## src/aad_consts.vh

```
/*
 * Constants for the accumulator add and logic datapath: opcode patterns,
 * widths and timing figures.
 * Assumes inclusion by bare name from the design files.
 */
`ifndef AAD_CONSTS_VH
`define AAD_CONSTS_VH

// =============================================================
// Opcode patterns, compared against the upper opcode bits or the whole opcode byte.
// =============================================================
`define AAD_OP_ADD_REG_HI    5'h0d
`define AAD_OP_ADD_IND_HI    7'h30
`define AAD_OP_ADD_IMM       8'h03
`define AAD_OP_ADC_REG_HI    5'h0f
`define AAD_OP_ADC_IND_HI    7'h38
`define AAD_OP_ADC_IMM       8'h13
`define AAD_OP_AND_REG_HI    5'h0b
`define AAD_OP_AND_IND_HI    7'h28
`define AAD_OP_AND_IMM       8'h53
`define AAD_OP_AND_BUS       8'h98
`define AAD_OP_AND_PORT_HI   6'h26
`define AAD_OP_AND_EXP_HI    6'h27
`define AAD_OP_OUT_BUS       8'h02
`define AAD_OP_JMP_NO_CARRY  8'he6
`define AAD_OP_JMP_NONZERO   8'h96
`define AAD_OP_JMP_TEST_ONE  8'h56
`define AAD_OP_JMP_TIMER     8'h16

// =============================================================
// Widths and timing.
// =============================================================
`define AAD_PTR_BITS         6
`define AAD_PC_BITS          12
`define AAD_CLK_MHZ          25
`define AAD_CYCLE_NS         40

`endif

```

## src/aad_alu.v

```verilog
/*
 * Combinational ALU of the accumulator datapath: add, add with carry and AND.
 * Assumes the operand has been selected by the caller.
 */
`timescale 1ns/100ps

module aad_alu (
    // Operation select.
    input  wire [1:0] i_func,
    // Operands.
    input  wire [7:0] i_acc,
    input  wire [7:0] i_opnd,
    input  wire       i_carry,
    // Results.
    output reg  [7:0] o_acc,
    output reg        o_carry
);

    reg [8:0] sum;

    // Add-with-carry folds the old carry into bit 0 before the operand, so one
    // nine-bit sum gives the carry of the whole operation.
    always @* begin
        sum     = 9'h000;
        o_acc   = i_acc;
        o_carry = i_carry;
        case (i_func)
            2'h1: begin
                sum     = {1'b0, i_acc} + {1'b0, i_opnd};
                o_acc   = sum[7:0];
                o_carry = sum[8];
            end
            2'h2: begin
                sum     = {1'b0, i_acc} + {1'b0, i_opnd} + {8'h00, i_carry};
                o_acc   = sum[7:0];
                o_carry = sum[8];
            end
            2'h3: begin
                o_acc   = i_acc & i_opnd;
                o_carry = i_carry;
            end
            default: begin
                o_acc   = i_acc;
                o_carry = i_carry;
            end
        endcase
    end

endmodule // aad_alu

```

## src/aad_core.v

```verilog
/*
 * Accumulator datapath: decodes add, add-with-carry and AND instructions,
 * keeps the accumulator, carry, working registers, resident data memory and
 * output latches of the bus port, ports 1-2 and expander ports 4-7.
 * Assumes opcode bytes arrive with i_op_valid, one per cycle, from the fetch
 * unit on the same clock; i_reduced is a static strap for the reduced variant.
 */
`timescale 1ns/100ps
`include "aad_consts.vh"

// How it works
// - Register add sums chosen working register into accumulator and sets carry.
// - Indirect add reads data memory at pointer bits 0-5, updates carry.
// - Immediate add takes two cycles, using the byte after the opcode.
// - Add-with-carry adds old carry, then operand; carry from full sum.
// - Register add-with-carry is one byte, adds carry plus working register.
// - Indirect add-with-carry is 0111000r, r picks pointer register.
// - Immediate add-with-carry is 00010011 plus data, two cycles.
// - Register AND is 01011rrr, accumulator ANDed with working register.
// - Indirect AND is 0101000r, masks with memory byte at pointer bits 0-5.
// - Immediate AND takes two cycles, masks accumulator with next byte.
// - Bus AND masks the bus output latch with immediate, two cycles.
// - Port AND masks port 1 or 2 latch with immediate, two cycles.
// - Expander AND masks port 4-7 with accumulator low nibble, two cycles.
// - Reduced variant drops bus masking and port masking, flagging both illegal.
// - Jump addresses are 12 bits; ports are 1, 2 or 4-7.
// - Expander port number comes from opcode bits 0 and 1.

module aad_core #(
    parameter MEM_DEPTH = 64
) (
    // Clock and reset.
    input  wire        i_core_clk,
    input  wire        i_rstn,
    // Instruction byte stream.
    input  wire        i_op_valid,
    input  wire [7:0]  i_op_byte,
    input  wire        i_reduced,
    // Condition inputs for the conditional jumps.
    input  wire        i_test_input_one,
    input  wire        i_timer_flag,
    // Datapath state.
    output reg  [7:0]  o_acc,
    output reg         o_carry,
    output reg  [7:0]  o_bus_latch,
    output reg  [7:0]  o_port1,
    output reg  [7:0]  o_port2,
    output reg  [15:0] o_expander,
    // Execution status.
    output reg         o_busy,
    output reg         o_done,
    output reg         o_illegal,
    output reg         o_jump_taken,
    output reg  [11:0] o_jump_addr
);

    // =============================================================
    // Sequencer states and operation classes.
    // =============================================================
    localparam ST_FETCH = 2'h0;
    localparam ST_IMM   = 2'h1;
    localparam ST_WAIT  = 2'h2;

    localparam K_NONE  = 4'h0;
    localparam K_ADD   = 4'h1;
    localparam K_ADC   = 4'h2;
    localparam K_AND   = 4'h3;
    localparam K_BUS   = 4'h4;
    localparam K_PORT  = 4'h5;
    localparam K_EXP   = 4'h6;
    localparam K_JUMP  = 4'h7;
    localparam K_OUTB  = 4'h8;

    reg [1:0]  state_r;
    reg [3:0]  kind_r;
    reg [7:0]  op_r;
    reg [7:0]  regs_r [0:7];
    reg [7:0]  mem_r  [0:MEM_DEPTH-1];
    reg [1:0]  alu_func;
    reg [7:0]  alu_opnd;
    wire [7:0] alu_acc;
    wire       alu_carry;
    reg [3:0]  kind_nxt;
    reg [1:0]  func_nxt;
    reg [7:0]  opnd_nxt;
    reg        cond_nxt;
    integer    i;

    // Working register read, and data memory read through pointer bits 0-5.
    function [7:0] mem_at;
        input [7:0] ptr;
        begin
            mem_at = mem_r[ptr[`AAD_PTR_BITS-1:0]];
        end
    endfunction

    // =============================================================
    // Decode of a first opcode byte.
    // =============================================================
    always @* begin
        kind_nxt = K_NONE;
        func_nxt = 2'h0;
        opnd_nxt = 8'h00;
        cond_nxt = 1'b0;
        if (i_op_byte[7:3] == `AAD_OP_ADD_REG_HI) begin
            kind_nxt = K_ADD;
            func_nxt = 2'h1;
            opnd_nxt = regs_r[i_op_byte[2:0]];
        end else if (i_op_byte[7:1] == `AAD_OP_ADD_IND_HI) begin
            kind_nxt = K_ADD;
            func_nxt = 2'h1;
            opnd_nxt = mem_at(regs_r[{2'h0, i_op_byte[0]}]);
        end else if (i_op_byte[7:3] == `AAD_OP_ADC_REG_HI) begin
            kind_nxt = K_ADC;
            func_nxt = 2'h2;
            opnd_nxt = regs_r[i_op_byte[2:0]];
        end else if (i_op_byte[7:1] == `AAD_OP_ADC_IND_HI) begin
            kind_nxt = K_ADC;
            func_nxt = 2'h2;
            opnd_nxt = mem_at(regs_r[{2'h0, i_op_byte[0]}]);
        end else if (i_op_byte[7:3] == `AAD_OP_AND_REG_HI) begin
            kind_nxt = K_AND;
            func_nxt = 2'h3;
            opnd_nxt = regs_r[i_op_byte[2:0]];
        end else if (i_op_byte[7:1] == `AAD_OP_AND_IND_HI) begin
            kind_nxt = K_AND;
            func_nxt = 2'h3;
            opnd_nxt = mem_at(regs_r[{2'h0, i_op_byte[0]}]);
        end else if (i_op_byte == `AAD_OP_ADD_IMM) begin
            kind_nxt = K_ADD;
        end else if (i_op_byte == `AAD_OP_ADC_IMM) begin
            kind_nxt = K_ADC;
        end else if (i_op_byte == `AAD_OP_AND_IMM) begin
            kind_nxt = K_AND;
        end else if (i_op_byte == `AAD_OP_AND_BUS) begin
            kind_nxt = K_BUS;
        end else if (i_op_byte[7:2] == `AAD_OP_AND_PORT_HI && i_op_byte[1:0] != 2'h0 &&
                     i_op_byte[1:0] != 2'h3) begin
            kind_nxt = K_PORT;
        end else if (i_op_byte[7:2] == `AAD_OP_AND_EXP_HI) begin
            kind_nxt = K_EXP;
        end else if (i_op_byte == `AAD_OP_OUT_BUS) begin
            kind_nxt = K_OUTB;
        end else if (i_op_byte == `AAD_OP_JMP_NO_CARRY) begin
            kind_nxt = K_JUMP;
            cond_nxt = ~o_carry;
        end else if (i_op_byte == `AAD_OP_JMP_NONZERO) begin
            kind_nxt = K_JUMP;
            cond_nxt = (o_acc != 8'h00);
        end else if (i_op_byte == `AAD_OP_JMP_TEST_ONE) begin
            kind_nxt = K_JUMP;
            cond_nxt = i_test_input_one;
        end else if (i_op_byte == `AAD_OP_JMP_TIMER) begin
            kind_nxt = K_JUMP;
            cond_nxt = i_timer_flag;
        end
    end

    // Immediate forms and register forms share one ALU; the operand mux picks.
    always @* begin
        alu_func = 2'h0;
        alu_opnd = i_op_byte;
        if (state_r == ST_FETCH && i_op_valid) begin
            alu_func = func_nxt;
            alu_opnd = opnd_nxt;
        end else if (state_r == ST_IMM && i_op_valid) begin
            case (kind_r)
                K_ADD:   alu_func = 2'h1;
                K_ADC:   alu_func = 2'h2;
                K_AND:   alu_func = 2'h3;
                default: alu_func = 2'h0;
            endcase
        end
    end

    aad_alu u_alu (
        .i_func  (alu_func),
        .i_acc   (o_acc),
        .i_opnd  (alu_opnd),
        .i_carry (o_carry),
        .o_acc   (alu_acc),
        .o_carry (alu_carry)
    );

    // =============================================================
    // Sequencer and state update.
    // =============================================================
    // Memory and working registers have no writer in this block; they reset
    // to zero so the indirect forms read defined data.
    always @(posedge i_core_clk) begin
        if (!i_rstn) begin
            state_r      <= ST_FETCH;
            kind_r       <= K_NONE;
            op_r         <= 8'h00;
            o_acc        <= 8'h00;
            o_carry      <= 1'b0;
            o_bus_latch  <= 8'h00;
            o_port1      <= 8'hff;
            o_port2      <= 8'hff;
            o_expander   <= 16'hffff; // Reset high so the nibble AND has bits to clear.
            o_busy       <= 1'b0;
            o_done       <= 1'b0;
            o_illegal    <= 1'b0;
            o_jump_taken <= 1'b0;
            o_jump_addr  <= 12'h000;
            for (i = 0; i < 8; i = i + 1) begin
                regs_r[i] <= 8'h00;
            end
            for (i = 0; i < MEM_DEPTH; i = i + 1) begin
                mem_r[i] <= 8'h00;
            end
        end else begin
            o_done       <= 1'b0;
            o_illegal    <= 1'b0;
            o_jump_taken <= 1'b0;
            case (state_r)
                ST_FETCH: begin
                    if (i_op_valid) begin
                        op_r <= i_op_byte;
                        if (i_reduced && (kind_nxt == K_BUS || kind_nxt == K_PORT)) begin
                            o_illegal <= 1'b1;
                            o_done    <= 1'b1;
                        end else if (func_nxt != 2'h0) begin
                            o_acc   <= alu_acc;
                            o_carry <= alu_carry;
                            o_done  <= 1'b1;
                        end else if (kind_nxt == K_EXP || kind_nxt == K_OUTB) begin
                            kind_r  <= kind_nxt;
                            o_busy  <= 1'b1;
                            state_r <= ST_WAIT;
                            if (kind_nxt == K_OUTB) begin
                                o_bus_latch <= o_acc;
                            end else begin
                                o_expander[{i_op_byte[1:0], 2'h0} +: 4] <=
                                    o_expander[{i_op_byte[1:0], 2'h0} +: 4] & o_acc[3:0];
                            end
                        end else if (kind_nxt != K_NONE) begin
                            kind_r  <= kind_nxt;
                            o_busy  <= 1'b1;
                            state_r <= ST_IMM;
                            o_jump_taken <= 1'b0;
                            o_jump_addr  <= {o_jump_addr[11:8], 8'h00};
                            if (kind_nxt == K_JUMP) begin
                                op_r <= {7'h00, cond_nxt};
                            end
                        end
                    end
                end
                ST_IMM: begin
                    if (i_op_valid) begin
                        state_r <= ST_FETCH;
                        o_busy  <= 1'b0;
                        o_done  <= 1'b1;
                        case (kind_r)
                            K_ADD, K_ADC, K_AND: begin
                                o_acc   <= alu_acc;
                                o_carry <= alu_carry;
                            end
                            K_BUS:  o_bus_latch <= o_bus_latch & i_op_byte;
                            K_PORT: begin
                                if (op_r[1:0] == 2'h1) begin
                                    o_port1 <= o_port1 & i_op_byte;
                                end else begin
                                    o_port2 <= o_port2 & i_op_byte;
                                end
                            end
                            K_JUMP: begin
                                o_jump_taken <= op_r[0];
                                o_jump_addr  <= {o_jump_addr[11:8], i_op_byte};
                            end
                            default: o_done <= 1'b1;
                        endcase
                    end
                end
                ST_WAIT: begin
                    // Second machine cycle of a port transfer carries no byte.
                    state_r <= ST_FETCH;
                    o_busy  <= 1'b0;
                    o_done  <= 1'b1;
                end
                default: begin
                    state_r <= ST_FETCH;
                    o_busy  <= 1'b0;
                end
            endcase
        end
    end

endmodule // aad_core

```

## config.mk

```make
export PLATFORM = sky130hd
export DESIGN_NAME = aad_core
export DESIGN_NICKNAME = d
export VERILOG_FILES = /design/src/aad_alu.v /design/src/aad_core.v
export VERILOG_INCLUDE_DIRS = /design/src /design/src/src
export SDC_FILE = /design/constraint.sdc
export NUM_CORES = 1
export LEC_CHECK = 0
export ABC_AREA = 1
export BUFFER_PORTS_ARGS = -buffer_cell sky130_fd_sc_hd__clkbuf_2
export CELL_PAD_IN_SITES_DETAIL_PLACEMENT = 1
export CELL_PAD_IN_SITES_GLOBAL_PLACEMENT = 1
export CORE_ASPECT_RATIO = 1.2
export CORE_UTILIZATION = 31
export CTS_CLUSTER_SIZE = 8
export DETAILED_ROUTE_END_ITERATION = 12
export PLACE_DENSITY = 0.76
export REMOVE_ABC_BUFFERS = 1
export SYNTH_ARGS = -nofsm -noshare
export SYNTH_HDL_FRONTEND = slang
export SYNTH_SLANG_ARGS = --single-unit
```

## constraint.sdc

```tcl
create_clock -name i_core_clk -period 3.75 [get_ports i_core_clk]
set_input_delay 0.5625 -clock i_core_clk [delete_from_list [all_inputs] [get_ports i_core_clk]]
set_output_delay 0.5625 -clock i_core_clk [all_outputs]
set_load 0.01 [all_outputs]
```

==> After elaboration in Yosys (flattened, before gate mapping) <==
Cells that the tools add are included.
{ "totals": {"ram_bits": 0, "n_memories": 0, "latchBits": 0, "input_bits": 14, "word_cells": 212, "ff_bits": 69, "mem_bits_ro": 0, "output_inout_bits": 65} }
{ "op_classes": {"order_cmp": 0, "reduce_logical": 26, "mul": 0, "shift": 3, "n_eq_ne": 48, "n_addsub": 3, "bitwise": 10, "muxes": 108, "div": 0} }
{ "op_table": {"columns": ["op", "count"], "rows": [
  ["two-way mux 8 bit", 26],
  ["two-way mux 4 bit", 15],
  ["case mux 8 bit (2 select lines)", 3],
  ["two-way mux 2 bit", 19],
  ["two-way mux 1 bit", 33],
  ["bitwise AND 8 bit", 4],
  ["== test 4 x 3 -> 1 bit, second input constant", 7],
  ["== test 8 bit, second input constant", 3],
  ["case mux 8 bit (3 select lines)", 1],
  ["== test 7 x 6 -> 1 bit, second input constant", 3],
  ["bitwise mux 16 bit", 1],
  ["== test 8 x 2 -> 1 bit, second input constant", 2],
  ["== test 8 x 5 -> 1 bit, second input constant", 2],
  ["== test 8 x 7 -> 1 bit, second input constant", 2],
  ["AND reduction 8 bit", 2],
  ["variable shift 4 x 6 -> 16 bit, first input constant", 1],
  ["indexed part select 16 x 5 -> 4 bit", 1],
  ["indexed part select 4 x 6 -> 16 bit", 1],
  ["== test 5 x 4 -> 1 bit, second input constant", 3],
  ["!= test 2 x 1 -> 1 bit, second input constant", 7],
  ["== test 6 bit, second input constant", 2],
  ["two-way mux 3 bit", 4],
  ["!= test 2 bit, second input constant", 6],
  ["AND reduction 4 bit", 3],
  ["other kinds (26)", 47]
]} }

==> Depth between registers and ports, before layout <==
{ "logic_depth": {"word_depth": 25, "ltp_mapped": 20, "ltp_nobuf": 19} }

==> Modules after synthesis <==
Synthesis repeated with hierarchy kept, for this count alone.
{ "unflattened": {"hier_cells": 668, "area_unflattened_um2": 4421.7} }
{ "by_module_without_submodules": {"columns": ["mod", "instances", "cells_each", "area_each_um2", "seq_area_each_um2"], "rows": [
  ["aad_core", 1, 509, 3503.4, 1381.3],
  ["aad_alu", 1, 159, 918.4, 0.0]
]} }

==> Least setup slack after synthesis <==
Ideal clock, no wire load.
{ "synth_timing": {"path_kind": "reg2reg", "start": "register state_r[1]", "end": "register o_carry", "t_required_ps": 3641, "period_less_slack_ps": 2972, "path_buffers": 1, "stages_incl_launch_ff": 20, "setup_ps": 109, "path_slack_ps": 778, "t_arrival_ps": 2863, "path_cell_list": "dfxtp_1 nor2_1 inv_1 nor2_1 buf_2 nor2_1 ha_1 fa_1 xor2_1 nand2_1 nor2_1 nand2_1 inv_1 nand2_1 nor2_1 nand3_1 nand2_1 nand3_1 nand2_1 inv_1"} }
{ "synth_between": {"elab_chain_len": 10, "elab_cells_between_ends": 25, "classes_between": "add/sub: 2; eq/ne: 8; mux: 10; reduce/logical: 5"} }
{ "synth_lines": {"columns": ["item", "line_no", "rtl"], "rows": [
  ["start, declared", "aad_core.v:74", "reg [1:0] state_r;"],
  ["start signal, assigned", "aad_core.v:192", "state_r <= ST_FETCH;"],
  ["start signal, assigned", "aad_core.v:230", "state_r <= ST_WAIT;"],
  ["start signal, assigned", "aad_core.v:240", "state_r <= ST_IMM;"],
  ["zero test 2 bit / == test 2 x 1 -> 1 bit (equally long branches)", "aad_core.v:163, aad_core.v:216, aad_core.v:166", null],
  ["logical AND 1 bit (on tied branches)", "aad_core.v:163, aad_core.v:166", null],
  ["two-way mux 8 bit / two-way mux 2 bit (equally long branches)", "aad_core.v:163, aad_core.v:166", null],
  ["adder 8 x 8 -> 9 bit / two-way mux 2 bit (equally long branches)", "aad_alu.v:29, aad_alu.v:34, aad_core.v:163", null],
  ["adder 9 x 1 -> 9 bit (tied with other cells)", "aad_alu.v:34", "sum = {1'b0, i_acc} + {1'b0, i_opnd} + {8'h00, i_carry};"],
  ["case mux 1 bit (2 select lines)", "aad_alu.v:27", "case (i_func)"],
  ["two-way mux 1 bit", "aad_core.v:223", "end else if (func_nxt != 2'h0) begin"],
  ["two-way mux 1 bit", "aad_core.v:220", "if (i_reduced && (kind_nxt == K_BUS || kind_nxt == K_PORT)) begin"],
  ["two-way mux 1 bit", "aad_core.v:218", "if (i_op_valid) begin"],
  ["case mux 1 bit (2 select lines)", "aad_core.v:216", "case (state_r)"],
  ["end signal, assigned", "aad_core.v:225", "o_carry <= alu_carry;"],
  ["end signal, assigned", "aad_core.v:257", "o_carry <= alu_carry;"],
  ["end, declared", "aad_core.v:44", "output reg o_carry,"]
]} }
Several ways; a longest one is shown, not always the timed one. The select of a mux whose other input is x is not followed.
A chain may end at the register's enable or synchronous reset.

==> Worst setup path in the final report <==
{ "layout_timing": {"start": "register state_r[1]", "end": "register o_acc[4]"} }
{ "layout_between": {"elab_chain_len": 10, "elab_cells_between_ends": 27, "classes_between": "add/sub: 2; eq/ne: 9; mux: 10; bitwise: 1; reduce/logical: 5"} }
{ "layout_lines": {"columns": ["item", "line_no", "rtl"], "rows": [
  ["zero test 2 bit / == test 2 x 1 -> 1 bit (equally long branches)", "aad_core.v:163, aad_core.v:216, aad_core.v:166", null],
  ["logical AND 1 bit (on tied branches)", "aad_core.v:163, aad_core.v:166", null],
  ["two-way mux 8 bit / two-way mux 2 bit (equally long branches)", "aad_core.v:163, aad_core.v:166", null],
  ["adder 8 x 8 -> 9 bit / two-way mux 2 bit (equally long branches)", "aad_alu.v:29, aad_alu.v:34, aad_core.v:163", null],
  ["adder 9 x 1 -> 9 bit (tied with other cells)", "aad_alu.v:34", null],
  ["case mux 8 bit (3 select lines)", "aad_alu.v:27", null],
  ["two-way mux 8 bit", "aad_core.v:223", null],
  ["two-way mux 8 bit", "aad_core.v:220", null],
  ["two-way mux 8 bit", "aad_core.v:218", null],
  ["case mux 8 bit (2 select lines)", "aad_core.v:216", null],
  ["end signal, assigned", "aad_core.v:224", "o_acc <= alu_acc;"],
  ["end signal, assigned", "aad_core.v:256", "o_acc <= alu_acc;"],
  ["end, declared", "aad_core.v:43", "output reg [7:0] o_acc,"]
]} }
Several ways; a longest one is shown, not always the timed one. The select of a mux whose other input is x is not followed.

==> qor.yml <==
global_routing:
  grt.total_usage: 0.211
  grt_max_degree: 36
  grt_overflow: 0
  grt_pass1_wl_um: 22400
  antenna_found_initial: 0
  grt_pass1_vias: 4322
timing:
  fin_skew_ps: 7.00
  tightest_slew_ps: 1160
  setup_viol: 0
  setup_ws_ps: 625
  fmax_mhz: 320
  grt_setup_unrepaired: "false"
  tns_ps: 0
  period_share: 0.833
  fin_crit_ps: 3130
  slew_violations: 0
  hold_violations: 0
  whs_ps: 461
  relSlewSlack: 0.228
routing:
  vias: 4364
  routed_via_density: 5.05
  drtAntennaViolNets: 0
  wire_per_inst_um: 16.4
  drc: 0
  wl_um: 14200
  drt_iter0_markers: 181
  drt-pass1-iter-count: 6
power_and_ir_drop:
  powerDensity_nw_per_um2: 388
  vdd_drop_max_mv: 0.277
  total_power_mw: 1.94
  p_leak_nw: 2.40
clock_tree:
  numCtsBuffers: 9
  cts_tree: "yes"
  clock_sinks: 69
  cts-resized-gates: 0
  htreeDepth: 3
  path_clk_slew_ps: 60
  root_buffer: "clkbuf_16"
  cts_setup_buffers: 0
  clockBufferDepth: 2
  holdBufCountCts: 0
  insertion_delay_ps: 350
logic_synthesis:
  ys_warn_count: 0
  yosysUniqueCellTypes: 42
  avgSynthCellArea_um2: 6.71
  ys_ff_latch: 69
  async_reset_ff_frac: 0
  yosysSeqAreaShare: 0.332
  synth.area.top_cells: "dfxtp_1, nand2_1, nor2_1, inv_1, a21oi_1"
  synthesis.area_um2: 4170
  synth_edf_count: 0
  synth_top_flop_cell: "dfxtp_1"
  syn-instance-count: 621
  yosysTopAreaCellShare: 0.332
  yosysTopAreaCell: "dfxtp_1"
worst_setup_path:
  slowest_stage: "dfxtp_1"
  critPathCaptureType: "flop"
  start_kind: "flop"
  critical_path.most_common_cell: "inv_1"
  critPathTopFamily: "buffers and inverters"
  reg2reg_from: "state_r[1]"
  critPathRequiredTime_ps: 3990
  cp.arrival_ps: 3360
  startpoint: "state_r[1]"
  critical_path_buf_inv_count: 7
  timing_worst_setup_path_type: "reg2reg"
  max_stage_delay_ps: 350
  crit_chain: "nor2_1, buf_4, inv_1, nor2_1, buf_4, inv_1, o22ai_1, inv_1, ha_1, nor4_1, nand2_1, inv_1, o2111ai_1, o211ai_1, inv_1"
  crit_path_max_fanout: 13
status:
  status: "finished, final reports clean"
floorplanning:
  rows: 46
  start_util: 0.316
  die_w_um: 108
  core-area_um2: 13200
  die_area_um2: 13900
  die_y_um: 129
  boundaryPins: 79
cells_and_area:
  layout.nets: 725
  postLayoutCellArea_um2: 5000
  fin_cells: 865
  multiInputGateArea_um2: 2350
  diodes: 0
  area_growth_pct: 20.1
  layout_common_cells: "nand2_1, nor2_1, inv_1"
  final_layout_size_suffix_gt1_frac: 0.195
  final_common_cell: "nand2_1"
  regArea_um2: 1380
  final_util: 0.379
  fillers: 1718
placed_design:
  pre_cts_ws_ps: 554
  gp_congestion: 0.920
  hpwl_um: 11100
  dp.cells: 849
  io_buffers: 74
  placed_cell_area_um2: 4680
min_path:
  worstHoldPathType: "reg2reg"
  hp-start: "o_port2[2]"
flow_run:
  max_cap_violations: 0
==> registers in the layout, summed over array words and instances, names as in the netlist, 2 cells and up <==
name / flops
kind_r: 4
o_acc: 8
o_bus_latch: 8
o_expander: 16
o_jump_addr: 8
o_port1: 8
o_port2: 8
op_r: 2
state_r: 2
==> cell type report <==
| cell class | count | share of cell area |
|---|---|---|
| Clock buffer | 9 | 0.0450 |
| Clock inverter | 7 | 0.0198 |
| Inverter | 81 | 0.0608 |
| Multi-Input combinational cell | 449 | 0.470 |
| Sequential cell | 69 | 0.276 |
| Tap cell | 168 | 0.0420 |
| Timing Repair Buffer | 82 | 0.0861 |
==> metal layers <==
metal  track usage  wire length [µm]
met2         0.374              7280
met3        0.0481               508
met1         0.249              6100
met5             0                 0
met4        0.0717               301
==> synthesized netlist by cell type (3+ instances only) <==
cell type  number
a21oi_1        47
nand4_1        14
nand3_1        42
o21ai_1         4
or2_2           3
nand3b_1        3
nor3_1          8
nor2_2          5
o21ai_0        45
o22ai_1         6
dfxtp_1        69
buf_4           7
nand2_2         9
inv_2           6
nor2_1         78
ha_1           18
nor4_1          3
nand4_2         3
xor2_1          4
buf_2           4
nand2_1       130
inv_1          75
clkbuf_1       10
nor2_4          3
==> path summary, 6_finish.rpt <==
| path | slack [ps] | cells after the start | end |
|---|---|---|---|
| hold reg to reg | 460 | 2 | o_port2[2] |
| setup reg to reg | 620 | 15 | o_acc[4] |
| setup / recovery | 620 | 15 | o_acc[4] |
| hold / removal | 460 | 2 | o_port2[2] |
==> kinds of logic after synthesis <==
logic type / count (synthesis) / synth area share
flops: 69 / 0.332
compound gates: 113 / 0.146
xor+xnor: 4 / 0.00841
simple gates: 309 / 0.347
other cells: 1 / 0.000900
fa+ha+maj: 19 / 0.0589
buf+inv: 106 / 0.107
==> report_power, final <==
part / total, mW / leakage (nW) / internal, mW / switching, mW
registers: 0.758 / 0.559 / 0.748 / 0.0101
logic: 0.243 / 1.69 / 0.0723 / 0.170
clock network: 0.941 / 0.156 / 0.585 / 0.356
==> tightest hold or removal path: cells and delay by family (launching register included) <==
kind | cells | cell delay, ps
compound gates | 1 | 70
simple gates | 1 | 50
flops | 1 | 300
No activity file was read; power rests on OpenSTA's default activity.
